--- src/shared/wdt_params.svh ---
// Purpose: constants of the watchdog timer
// Assumes: one watchdog clock equals one enabled core_clk cycle
// Notes: definitions only
`ifndef WDT_PARAMS_SVH
`define WDT_PARAMS_SVH
`define WDT_CNT_W 18
`define WDT_SEL_W 3
`define WDT_BASE_EXP 5'h04
`define WDT_EXP_STEP 2
`define WDT_GRACE_CYCLES 1024
`define WDT_GRACE_W 10
`define WDT_HOLD_CYCLES 63
`define WDT_HOLD_W 6
`define WDT_RESET_VECTOR 32'h0000_0000
`endif

--- src/shared/wdt_pkg.sv ---
// Purpose: types of the watchdog timer
// Assumes: control word laid out as the control register, MSB first
// Notes: bit 6 holds the interrupt enable
package wdt_pkg;
    typedef enum {PH_RUN, PH_GRACE, PH_HOLD} wdt_phase_type;
    typedef struct packed {
        logic [2:0] intervalSelect;   // 10:8
        logic wdogEnable;             // 7
        logic timeoutIrqEnable;       // 6
        logic spare5;                 // 5
        logic wakeupEnable;           // 4
        logic [1:0] spare3;           // 3:2
        logic wdogResetEnable;        // 1
        logic counterRestart;         // 0, one-cycle write of one
    } wdt_control_type;
    typedef struct packed {
        logic timeoutIrqFlag;
        logic irqRequest;
        logic wdogResetFlag;
        logic counterRestart;
        logic chipReset;
        logic wakeup;
    } wdt_status_type;
endpackage : wdt_pkg

--- src/hw/wdt_watchdog_timer.sv ---
// Purpose: watchdog timer with time-out flag, grace delay, chip reset and wake-up
// Assumes: core_clk is the watchdog clock; control bits are plain inputs
// Notes: resetn is the power-on reset only, so the reset flag survives chipReset
//
// Behaviour
// - enable bit starts counter on each clock
// - eighteen bit free running up counter
// - interval hit sets flag; request needs enable
// - no restart within 1024 clocks resets chip
// - restart bit clears counter, self clears
// - interval select picks 2^4 to 2^18
// - chip reset held 63 clocks, vector zero
// - reset flag survives watchdog caused reset
// - interval hit in power down wakes chip
`timescale 1ns/1ps
`include "wdt_params.svh"

module wdt_watchdog_timer #(
    parameter int CNT_W = `WDT_CNT_W,
    parameter int GRACE_CYCLES = `WDT_GRACE_CYCLES,
    parameter int HOLD_CYCLES = `WDT_HOLD_CYCLES
) (
    input wire logic core_clk,
    input wire logic resetn,
    input wire logic clkEn,
    input wire wdt_pkg::wdt_control_type control,
    input wire logic powerDown,
    input wire logic timeoutIrqFlagClear,
    input wire logic wdogResetFlagClear,
    output wdt_pkg::wdt_status_type status,
    output logic [CNT_W-1:0] counterValue
);
    import wdt_pkg::*;

    // ----------------------------------------------------------------
    // State
    // ----------------------------------------------------------------
    typedef struct packed {
        wdt_phase_type phase;
        logic [CNT_W-1:0] count;
        logic [`WDT_GRACE_W-1:0] grace;
        logic [`WDT_HOLD_W-1:0] hold;
        wdt_status_type st;
    } wdt_state_type;

    wdt_state_type state;
    wdt_state_type next_state;
    logic [4:0] intervalExp;
    logic [CNT_W:0] intervalLen;
    logic [CNT_W:0] countPlusOne;
    logic intervalHit;
    logic [CNT_W-1:0] chipResetVector;

    assign chipResetVector = CNT_W'(`WDT_RESET_VECTOR);

    // ----------------------------------------------------------------
    // Interval decode
    // ----------------------------------------------------------------
    always_comb begin
        intervalExp = `WDT_BASE_EXP + 5'(control.intervalSelect * `WDT_EXP_STEP);
        intervalLen = (CNT_W+1)'(1) << intervalExp;
        countPlusOne = {1'b0, state.count} + (CNT_W+1)'(1);
        // Compare one bit wider so the 2^18 interval is seen as the wrap
        intervalHit = control.wdogEnable && !state.st.counterRestart
            && state.phase != PH_HOLD && countPlusOne == intervalLen;
    end

    // ----------------------------------------------------------------
    // Next state
    // ----------------------------------------------------------------
    always_comb begin
        next_state = state;
        next_state.st.wakeup = 1'b0;
        if (state.st.counterRestart) begin
            // Clear takes one cycle; the bit reads one until it has acted
            next_state.count = '0;
            next_state.st.counterRestart = 1'b0;
            if (state.phase == PH_GRACE) begin
                next_state.phase = PH_RUN;
            end
        end else if (control.wdogEnable && state.phase != PH_HOLD) begin
            next_state.count = countPlusOne[CNT_W-1:0];
        end
        if (control.counterRestart) begin
            next_state.st.counterRestart = 1'b1;
        end
        if (timeoutIrqFlagClear) begin
            next_state.st.timeoutIrqFlag = 1'b0;
        end
        if (wdogResetFlagClear) begin
            next_state.st.wdogResetFlag = 1'b0;
        end
        if (intervalHit) begin
            // Set after clear so a hit in the clearing cycle is kept
            next_state.st.timeoutIrqFlag = 1'b1;
            next_state.st.wakeup = powerDown && control.wakeupEnable;
        end
        case (state.phase)
            PH_RUN: begin
                if (intervalHit) begin
                    next_state.phase = PH_GRACE;
                    next_state.grace = '0;
                end
            end
            PH_GRACE: begin
                if (!control.wdogEnable) begin
                    next_state.phase = PH_RUN;
                end else if (!state.st.counterRestart) begin
                    next_state.grace = state.grace + 1'b1;
                    if (32'(state.grace) == GRACE_CYCLES - 1) begin
                        // Without reset enable the time-out only flags
                        if (control.wdogResetEnable) begin
                            next_state.phase = PH_HOLD;
                            next_state.hold = '0;
                            next_state.st.wdogResetFlag = 1'b1;
                            next_state.st.chipReset = 1'b1;
                            next_state.count = chipResetVector;
                            // A restart in the expiry cycle is too late and is dropped
                            next_state.st.counterRestart = 1'b0;
                        end else begin
                            next_state.phase = PH_RUN;
                        end
                    end
                end
            end
            PH_HOLD: begin
                // Counting stops for the hold; a restart here only re-zeroes
                next_state.count = '0;
                next_state.hold = state.hold + 1'b1;
                if (32'(state.hold) == HOLD_CYCLES - 1) begin
                    next_state.phase = PH_RUN;
                    next_state.st.chipReset = 1'b0;
                end
            end
            default: begin
                next_state.phase = PH_RUN;
            end
        endcase
        next_state.st.irqRequest = next_state.st.timeoutIrqFlag
            && control.timeoutIrqEnable;
    end

    // ----------------------------------------------------------------
    // Registers
    // ----------------------------------------------------------------
    always_ff @(posedge core_clk or negedge resetn) begin
        if (!resetn) begin
            state <= '{phase: PH_RUN, count: '0, grace: '0, hold: '0, st: '0};
        end else if (clkEn) begin
            state <= next_state;
        end
    end

    assign status = state.st;
    assign counterValue = state.count;

    // ----------------------------------------------------------------
    // Checks
    // ----------------------------------------------------------------
    chk_restart_clears: assert property (@(posedge core_clk) disable iff (!resetn)
        clkEn && state.st.counterRestart && !control.counterRestart && state.phase != PH_HOLD
        |=> counterValue == '0 && !status.counterRestart)
        else $error("restart did not clear counter");
    chk_count_up: assert property (@(posedge core_clk) disable iff (!resetn)
        clkEn && control.wdogEnable && !state.st.counterRestart && state.phase != PH_HOLD
        && next_state.phase != PH_HOLD
        |=> counterValue == $past(counterValue) + 1'b1)
        else $error("counter did not advance");
    chk_count_frozen: assert property (@(posedge core_clk) disable iff (!resetn)
        !control.wdogEnable && !state.st.counterRestart |=> $stable(counterValue))
        else $error("disabled counter moved");
    chk_flag_on_hit: assert property (@(posedge core_clk) disable iff (!resetn)
        clkEn && intervalHit |=> status.timeoutIrqFlag)
        else $error("time-out flag not set");
    chk_irq_gate: assert property (@(posedge core_clk) disable iff (!resetn)
        status.irqRequest |-> status.timeoutIrqFlag)
        else $error("request without flag");
    chk_sel_zero_hit: assert property (@(posedge core_clk) disable iff (!resetn)
        clkEn && control.intervalSelect == 3'h0 && control.wdogEnable
        && !state.st.counterRestart && state.phase != PH_HOLD
        && counterValue == CNT_W'((1 << `WDT_BASE_EXP) - 1)
        |-> intervalHit)
        else $error("interval 2^4 missed");
    chk_reset_hold: assert property (@(posedge core_clk) disable iff (!resetn)
        $fell(status.chipReset) |-> 32'($past(state.hold)) == HOLD_CYCLES - 1)
        else $error("chip reset length wrong");
    chk_reset_flag: assert property (@(posedge core_clk) disable iff (!resetn)
        $rose(status.chipReset) |-> status.wdogResetFlag)
        else $error("reset without flag");
    chk_reset_enable: assert property (@(posedge core_clk) disable iff (!resetn)
        state.phase == PH_GRACE && !control.wdogResetEnable |=> !$rose(status.chipReset))
        else $error("reset while disabled");
    chk_wake: assert property (@(posedge core_clk) disable iff (!resetn)
        clkEn && intervalHit && powerDown && control.wakeupEnable |=> status.wakeup)
        else $error("no wake-up");
    chk_grace_len: assert property (@(posedge core_clk) disable iff (!resetn)
        state.phase == PH_GRACE && 32'(state.grace) == GRACE_CYCLES - 1 && clkEn
        && control.wdogEnable && control.wdogResetEnable && !state.st.counterRestart
        |=> status.chipReset && state.phase == PH_HOLD)
        else $error("grace expiry missed");

    // ----------------------------------------------------------------
    // Checks of hold, latches, sticky flags and wake-up pulse
    // ----------------------------------------------------------------
    chk_hold_stands: assert property (@(posedge core_clk) disable iff (!resetn)
        state.phase == PH_HOLD |-> status.chipReset && counterValue == '0)
        else $error("hold phase without chip reset");
    chk_restart_latch: assert property (@(posedge core_clk) disable iff (!resetn)
        clkEn && control.counterRestart && !(state.phase == PH_GRACE && next_state.phase == PH_HOLD)
        |=> status.counterRestart)
        else $error("restart request lost");
    chk_irq_sticky: assert property (@(posedge core_clk) disable iff (!resetn)
        status.timeoutIrqFlag && !timeoutIrqFlagClear |=> status.timeoutIrqFlag)
        else $error("time-out flag lost");
    chk_rflag_sticky: assert property (@(posedge core_clk) disable iff (!resetn)
        status.wdogResetFlag && !wdogResetFlagClear |=> status.wdogResetFlag)
        else $error("reset flag lost");
    chk_wake_pulse: assert property (@(posedge core_clk) disable iff (!resetn)
        clkEn && status.wakeup && !intervalHit |=> !status.wakeup)
        else $error("wake-up pulse too long");
endmodule : wdt_watchdog_timer

--- config.mk ---
export PLATFORM = sky130hd
export DESIGN_NAME = wdt_watchdog_timer
export DESIGN_NICKNAME = d
export VERILOG_FILES = /design/src/shared/wdt_pkg.sv /design/src/hw/wdt_watchdog_timer.sv
export VERILOG_INCLUDE_DIRS = /design/src /design/src/shared
export SDC_FILE = /design/constraint.sdc
export NUM_CORES = 1
export LEC_CHECK = 0
export ABC_AREA = 1
export BUFFER_PORTS_ARGS = -buffer_cell sky130_fd_sc_hd__buf_4
export CAP_MARGIN = 20
export CELL_PAD_IN_SITES_DETAIL_PLACEMENT = 1
export CELL_PAD_IN_SITES_GLOBAL_PLACEMENT = 2
export CORE_UTILIZATION = 35
export CTS_BUF_LIST = sky130_fd_sc_hd__clkbuf_2
export DETAILED_ROUTE_END_ITERATION = 6
export PLACE_DENSITY = 0.93
export SLEW_MARGIN = 20
export SYNTH_ARGS = -nofsm -noshare
export SYNTH_HDL_FRONTEND = slang
export SYNTH_SLANG_ARGS = --single-unit
export TNS_END_PERCENT = 30
--- constraint.sdc ---
create_clock -name core_clk -period 2.8 [get_ports core_clk]
set_clock_uncertainty 0.1 [all_clocks]
set_input_delay 0.56 -clock core_clk [delete_from_list [all_inputs] [get_ports core_clk]]
set_output_delay 0.56 -clock core_clk [all_outputs]
set_load 0.1 [all_outputs]
; Word level (Yosys, flattened, before mapping)
; Cells that the tools add are included.
[word_totals]
elab_cells = 72
input_bits = 17
ff_bits = 72
output_inout_bits = 24
[op_classes]
n_addsub = 4
reduce_logical = 13
n_mux = 31
shift = 1
n_eq_ne = 13
[op_table]
columns = op, count
row1 = two-way mux 32 bit, 5
row2 = case mux 32 bit (3 select lines), 1
row3 = two-way mux 66 bit, 1
row4 = "== test 32 x 2 -> 1 bit, second input constant", 2
row5 = two-way mux 18 bit, 3
row6 = two-way mux 50 bit, 1
row7 = case mux 18 bit (2 select lines), 1
row8 = two-way mux 34 bit, 1
row9 = "== test 32 x 1 -> 1 bit, second input constant", 1
row10 = logical NOT 32 bit, 1
row11 = "inequality test 32 x 3 -> 1 bit, second input constant", 1
row12 = case mux 10 bit (2 select lines), 1
row13 = "adder 18 x 1 -> 19 bit, second input constant", 1
row14 = == test 19 bit, 1
row15 = "<< shifter 1 x 5 -> 19 bit, first input constant", 1
row16 = two-way mux 3 bit, 4
row17 = two-way mux 6 bit, 2
row18 = "inequality test 2 bit, second input constant", 6
row19 = case mux 6 bit (2 select lines), 1
row20 = "adder 10 x 1 -> 10 bit, second input constant", 1
row21 = "== test 10 bit, second input constant", 1
row22 = two-way mux 10 bit, 1
row23 = AND reduction 7 bit, 1
row24 = "adder 6 x 1 -> 6 bit, second input constant", 1
row25 = other kinds (10), 22

; Longest topological paths before layout
; Gate-level depths: netlist of run 1.
[depth]
word_depth = 9
mapped_depth = 20
mapped_depth_nobuf = 19

; Worst setup path after synthesis of run 1
; Ideal clock, no wire load.
[synth_timing]
kind = input to register
startpoint = input control[9] (netlist bit)
endpoint = register state[15] (netlist bit)
path_slack_ns = 0.411
n_path_buf = 1
setup_ns = 0.116
required_time_ns = 2.584
cell_stages = 16
t_arrival_ns = 2.173
cell_sequence = ha_1 -> nor2_1 -> nand3_1 -> inv_1 -> nand3_1 -> nand2_1 -> nand2_1 -> inv_1 -> nand3_1 -> nor2_2 -> nand2_2 -> nand2_4 -> nand2_4 -> buf_6 -> o21ai_2 -> inv_1
[synth_via]
elab_chain_len = 6
[synth_rtl]
columns = element, line
row1 = "start, declared", wdt_watchdog_timer.sv:26  ; input wire wdt_pkg::wdt_control_type control,
row2 = adder 3 x 4 -> 5 bit (no line), --
row3 = << shifter 1 x 5 -> 19 bit, wdt_watchdog_timer.sv:61  ; intervalLen = (CNT_W+1)'(1) << intervalExp;
row4 = == test 19 bit, wdt_watchdog_timer.sv:65  ; && state.phase != PH_HOLD && countPlusOne == intervalLen;
row5 = logical AND 1 bit, wdt_watchdog_timer.sv:65
row6 = inequality test 2 bit (no line), --
row7 = AND reduction 5 bit (no line), --
row8 = "end signal, assigned", wdt_watchdog_timer.sv:148  ; state <= '{phase: PH_RUN, count: '0, grace: '0, hold: '0, st: '0};
row9 = "end signal, assigned", wdt_watchdog_timer.sv:150  ; state <= next_state;
row10 = "end, declared", wdt_watchdog_timer.sv:46  ; wdt_state_type state;
; No other way between the ends.
; A chain may end at the register's enable or synchronous reset.

; Worst setup path after layout of run 1
[layout_timing]
startpoint = register state[12] (netlist bit)
endpoint = register state (netlist bit counterValue[11])
[layout_via]
elab_chain_len = 5
[layout_rtl]
columns = element, line
row1 = == test 10 bit, wdt_watchdog_timer.sv:110  ; if (32'(state.grace) == GRACE_CYCLES - 1) begin
row2 = two-way mux 50 bit, wdt_watchdog_timer.sv:110
row3 = two-way mux 66 bit, wdt_watchdog_timer.sv:108  ; end else if (!state.st.counterRestart) begin
row4 = two-way mux 34 bit, wdt_watchdog_timer.sv:106  ; if (!control.wdogEnable) begin
row5 = case mux 18 bit (2 select lines), wdt_watchdog_timer.sv:98  ; case (state.phase)
; No other way between the ends. The select of a mux whose other input is x is not followed.

==> flow_summary.ini, run 1 <==
[run_status]
status = complete, no violations

[detailed_routing]
avgViaCountPerCell = 4.93
drtIter0Drc = 178
dr.pass1.iters = 4
num_vias = 4147
wl_per_cell_um = 14.5
antenna_left = 0
drc_errors = 0
wl_um = 12200

[sta]
clock.fmax_mhz = 387
slew_headroom = 0.379
hold_violations = 0
rsz0062_at_grt = false
period_minus_slack_ns = 2.58
finalSetupViolations = 0
finalCritPeriodShare = 0.922
timing.final.ws_setup_ns = 0.219
maxSlewViolCount = 0
max_slew.worst_pin.slew_ns = 0.931
whs_ns = 0.0141

[placed_design]
port_buffers = 37
place_area_um2 = 4840
place_hpwl_um = 9090
dp_slack_ns = -0.0179
gp_congestion = 0.831

[synth]
ys_seq_area_frac = 0.401
syn_inst = 643
ys_warn_count = 0
synth-seq-cells = 72
synth.avg_cell_area_um2 = 7.00
syn_nets = 666
synth_cell_types = 34
synth_area_um2 = 4500

[pwr]
power.density_nw_per_um2 = 545
ir_drop_mv = 0.178
power_leakage_uw = 0.00255

[clock_network]
clockBufferDepth = 2
cts_sinks = 72
clkLatencyLatePin_ns = 0.54
numCtsBuffers = 9
htreeDepth = 3
cts_tree = built
clkTransAtPathRegs_ns = 0.22
root_buffer = clkbuf_2

[global_routing]
grt_max_degree = 73
grtUsageTotal = 0.203
grt-ovfl-total = 0
grt_pass1_wl_um = 21000
grt_pass1_vias = 4386
antenna_found_initial = 0

[finish]
layout.nets = 688
finalInstanceArea_um2 = 4960
multi_input_area_um2 = 2090
antenna_cells = 0
fill_cells = 1600
area_delta_synth_final_pct = 10.2
finish.utilization = 0.394
mostFrequentLayoutCells = nand2_1, inv_1, nor2_1
final_common_cell = nand2_1
drive_above_1_share = 0.143
final-seq-area_um2 = 1800

[worst_setup_path]
path_cells = ha_1 -> nand2_1 -> inv_1 -> nand2_1 -> nor2_1 -> nand4_1 -> or2_1 -> nor3_1 -> o21ai_2 -> inv_1 -> o22ai_1
worstPathMaxFanout = 8
arrival_ns = 2.88
worstSetupEndpointType = flip-flop
cp_num_buf_inv = 2
cpPeakStageDelay_ns = 0.45
cp_slowest_cell = dfrtp_1
critPathKind = reg2reg
startpoint_type = flip-flop
cpLargestDelayFamily = simple AND/OR/NAND/NOR gates
cp.required_ns = 3.10

[floorplanning]
core_area_um2 = 12600
die_y_um = 115
die_area_um2 = 13300
initial_utilization = 0.358
die_w_um = 115
ios = 41
rows = 41

[run]
maxCapViolations = 0

[min_path]
hold_class = in2async
## sequential cells by signal, indices dropped and copies added (netlist names)
register and flops:
state 48, status 6, counterValue 18
## stage by stage
| stage | std cells | power [µW] | TNS (ns) |
|---|---|---|---|
| global placement | 826 | 2170 | 0 |
| detailed placement | 826 | 2210 | -0.0296 |
| floorplan | 643 | 2000 | 0 |
| global route | 842 | 2880 | 0 |
| CTS | 842 | 2730 | 0 |
| finish | 842 | 2700 | 0 |
## kinds of logic (layout without fill, tap and decap cells)
kind of cell	after synthesis	count (layout)	share of synthesized area
buffers and inverters	142	169	0.141
flip-flops	72	72	0.401
adder cells (fa/ha/maj)	6	6	0.0167
XOR/XNOR	5	5	0.00974
AND/OR/NAND/NOR	343	343	0.329
AO/OA/AOI/OAI	75	75	0.103
## layout make-up
| cell class | count | area share |
|---|---|---|
| Inverter | 104 | 0.0788 |
| Multi-Input combinational cell | 429 | 0.422 |
| Timing Repair Buffer | 49 | 0.0742 |
| Clock buffer | 10 | 0.0101 |
| Sequential cell | 72 | 0.364 |
| Tap cell | 172 | 0.0434 |
| Clock inverter | 6 | 0.00732 |
## layer usage
| layer | vias up | GRT usage | share of wire |
|---|---|---|---|
| met5 | - | 0 | 0 |
| met4 | 0 | 0.0571 | 0.011 |
| met3 | 10 | 0.0559 | 0.038 |
| met2 | 58 | 0.343 | 0.49 |
| met1 | 2026 | 0.254 | 0.46 |
| li1 | 2053 | - | - |
## cells in the mapped netlist, drive strengths merged
library cell	n	share of area
or2	2	0.0028
o21ai	36	0.043
ha	6	0.017
nand4	14	0.019
a21o	1	0.0017
clkbuf	11	0.0092
nand3	42	0.047
o211ai	8	0.013
o2111ai	6	0.012
nor2	95	0.088
xor2	4	0.0078
a21oi	13	0.017
nand2	174	0.15
o31ai	2	0.0033
buf	27	0.045
dfrtp	72	0.40
xnor2	1	0.0019
nor3	11	0.013
nor4	3	0.0042
inv	104	0.087
nand3b	2	0.0033
o22ai	9	0.013
## worst paths after layout
check | to | slack, ns | depth (start not counted) | startpoint
worst min-delay path | state[19]$_DFFE_PN0P_ | 0.01 | 1 | resetn
worst max-delay path | counterValue[11]$_DFFE_PN0P_ | 0.22 | 11 | state[12]$_DFFE_PN0P_
worst max register to register | counterValue[11]$_DFFE_PN0P_ | 0.22 | 11 | state[12]$_DFFE_PN0P_
max in group asynchronous | counterValue[3]$_DFFE_PN0P_ | 1.93 | 1 | resetn
min in group core_clk | status[3]$_DFFE_PN0P_ | 0.15 | 4 | wdogResetFlagClear
worst min register to register | state[52]$_DFFE_PN0P_ | 0.40 | 2 | state[52]$_DFFE_PN0P_
## power by group
part           internal, µW  switching [µW]  leakage (µW)
clock network           114             387     0.0000530
logic                   237             692       0.00154
registers              1150             123      0.000962
total                  1500            1200       0.00255
## worst reg2reg max path, cell delays in order (launching register included)
cell and delay, ns:
dfrtp_1 0.45, ha_1 0.19, nand2_1 0.07, inv_1 0.07, nand2_1 0.07, nor2_1 0.19, nand4_1 0.16, or2_1 0.28
nor3_1 0.25, o21ai_2 0.18, inv_1 0.30, o22ai_1 0.12
## what timing repair did
item | in CTS | in global routing
setup endpoints to repair | 0 | 26
buffers inserted | 0 | 0
hold buffers | 0 | 0
resized for setup | 0 | 9
Power figures use the tool's default switching activity.
==> run 2: changes to the inputs <==
--- a/config.mk
+++ b/config.mk
@@ -11,10 +11,12 @@
 export CAP_MARGIN = 20
 export CELL_PAD_IN_SITES_DETAIL_PLACEMENT = 1
 export CELL_PAD_IN_SITES_GLOBAL_PLACEMENT = 2
+export CORE_ASPECT_RATIO = 1.5
 export CORE_UTILIZATION = 35
 export CTS_BUF_LIST = sky130_fd_sc_hd__clkbuf_2
 export DETAILED_ROUTE_END_ITERATION = 6
 export PLACE_DENSITY = 0.93
+export RECOVER_POWER = 25
 export SLEW_MARGIN = 20
 export SYNTH_ARGS = -nofsm -noshare
 export SYNTH_HDL_FRONTEND = slang
==> flow_summary.ini, run 2 (synthesis results as in run 1) <==
[sta]
clock.fmax_mhz = 394
maxSlewViolCount = 73
period_minus_slack_ns = 2.54
slew_headroom = -0.241
max_slew.worst_pin.slew_ns = 1.86
rsz0062_at_grt = false
finalSetupViolations = 0
tns_ns = 0
whs_ns = 0.174
hold_violations = 0
finalCritPeriodShare = 0.907

[global_routing]
grt_pass1_wl_um = 21300
grtUsageTotal = 0.207
grt_max_degree = 73
grt-ovfl-total = 0
antenna_found_initial = 1
grt_pass1_vias = 4446

[floorplanning]
rows = 50
ios = 41
die_area_um2 = 13300
die_w_um = 94.6
die_y_um = 141
initial_utilization = 0.360
core_area_um2 = 12500

[clock_network]
clkLatencyLatePin_ns = 0.52
cts_tree = built
root_buffer = clkbuf_2
cts_sinks = 72
clkTransAtPathRegs_ns = 0.19
cts_hold_buf = 0
cts_resized = 0
htreeDepth = 3
clockBufferDepth = 2
cts_setup_buffers = 0
numCtsBuffers = 9

[finish]
layout.nets = 692
mostFrequentLayoutCells = nand2_1, inv_1, nor2_1
fill_cells = 1647
instances_no_fill = 831
finish.utilization = 0.399
largest_register_ffs = 48
drive_above_1_share = 0.138
largest-register = state
area_delta_synth_final_pct = 10.9
final_common_cell = nand2_1

[worst_setup_path]
worstPathMaxFanout = 8
critPathKind = reg2reg
worstSetupEndpointType = flip-flop
cpLargestDelayFamily = simple AND/OR/NAND/NOR gates
path_cells = ha_1 -> nand2_1 -> inv_1 -> nand2_1 -> nor2_1 -> nand4_1 -> or2_1 -> nor3_1 -> o21ai_1 -> inv_1 -> o22ai_1
cp_num_buf_inv = 2
cpPeakStageDelay_ns = 0.45
arrival_ns = 2.84
cp.required_ns = 3.10
startpoint_type = flip-flop
cp_slowest_cell = dfrtp_1

[detailed_routing]
wirelength_met1_um = 4980
avgViaCountPerCell = 5.06
wl_per_cell_um = 15.3
dr.pass1.iters = 4
met2_length_um = 6940
num_vias = 4205
top_layer = met4
drtIter0Drc = 198
wl_um = 12700
antenna_left = 0
wl_met3_um = 247
drc_errors = 0

[placed_design]
gp_congestion = 0.871
post-place-cells = 814
place_hpwl_um = 9880
port_buffers = 37

[pwr]
swShare = 0.412
clkPwrFrac = 0.233
p_total_uw = 2860
p_seq_frac = 0.443
switchingPower_uw = 1180
power_leakage_uw = 0.00261
power_frac_comb = 0.324
ir_drop_mv = 0.323
power.density_nw_per_um2 = 573
p_int_uw = 1680

[min_path]
hold_class = in2reg

[run]
maxCapViolations = 1

[run_status]
violations = capacitance limit, slew limit
status = complete, but fails checks
run 2: changes by cell type in the layout (fill, tap and decap cells not counted), sizes merged:
cell and delta:
diode +1, clkbuf +2, clkinv -1, buf +3
bufinv +2, clkinvlp -2
run 2: worst reg2reg max path, stage by stage, from the launching register on:
cell     delay (ns)
dfrtp_1        0.45
ha_1           0.21
nand2_1        0.07
inv_1          0.07
nand2_1        0.07
nor2_1         0.22
nand4_1        0.15
or2_1          0.27
nor3_1         0.27
o21ai_1        0.14
inv_1          0.28
o22ai_1        0.14
run 2: area by class of cell:
type / count / area (µm²) / area share
Inverter: 104 / 390 / 0.0783
Sequential cell: 72 / 1800 / 0.361
Multi-Input combinational cell: 429 / 2060 / 0.414
Clock buffer: 11 / 55.1 / 0.0110
Tap cell: 156 / 195 / 0.0391
Clock inverter: 5 / 71.3 / 0.0143
Timing Repair Buffer: 53 / 408 / 0.0818
Antenna cell: 1 / 2.50 / 0.000502
run 2: worst paths after layout:
check	depth (start not counted)	slack (ns)	startpoint	to
min	3	0.17	control[6]	status[4]$_DFFE_PN0P_
max in group asynchronous	1	1.09	resetn	status[4]$_DFFE_PN0P_
min in group asynchronous	1	0.42	resetn	state[64]$_DFFE_PN0P_
min reg2reg	2	0.40	status[1]$_DFFE_PN0P_	status[1]$_DFFE_PN0P_
max	11	0.26	state[12]$_DFFE_PN0P_	counterValue[1]$_DFFE_PN0P_
max reg2reg	11	0.26	state[12]$_DFFE_PN0P_	counterValue[1]$_DFFE_PN0P_
run 2: power groups by stage:
stage / Combinational, µW / Sequential (µW) / Clock (µW)
CTS: 940 / 1270 / 689
floorplan: 749 / 1250 / 0
global route: 1020 / 1280 / 729
global placement: 899 / 1280 / 0
detailed placement: 936 / 1290 / 0
finish: 926 / 1270 / 666
run 2: metrics by stage:
step / cell area (µm²) / setup slack [ns]
after floorplan: 4500 / 0.411
after global placement: 4860 / 0.0744
after detailed placement: 4860 / 0.00307
after CTS: 4990 / 0.245
after global routing: 4990 / 0.00194
final: 4990 / 0.261
run 2: routing by layer:
layer	GRT usage	vias up
met2	0.388	55
met4	0.108	0
met1	0.219	2059
met3	0.0302	31
li1	-	2060
met5	0	-
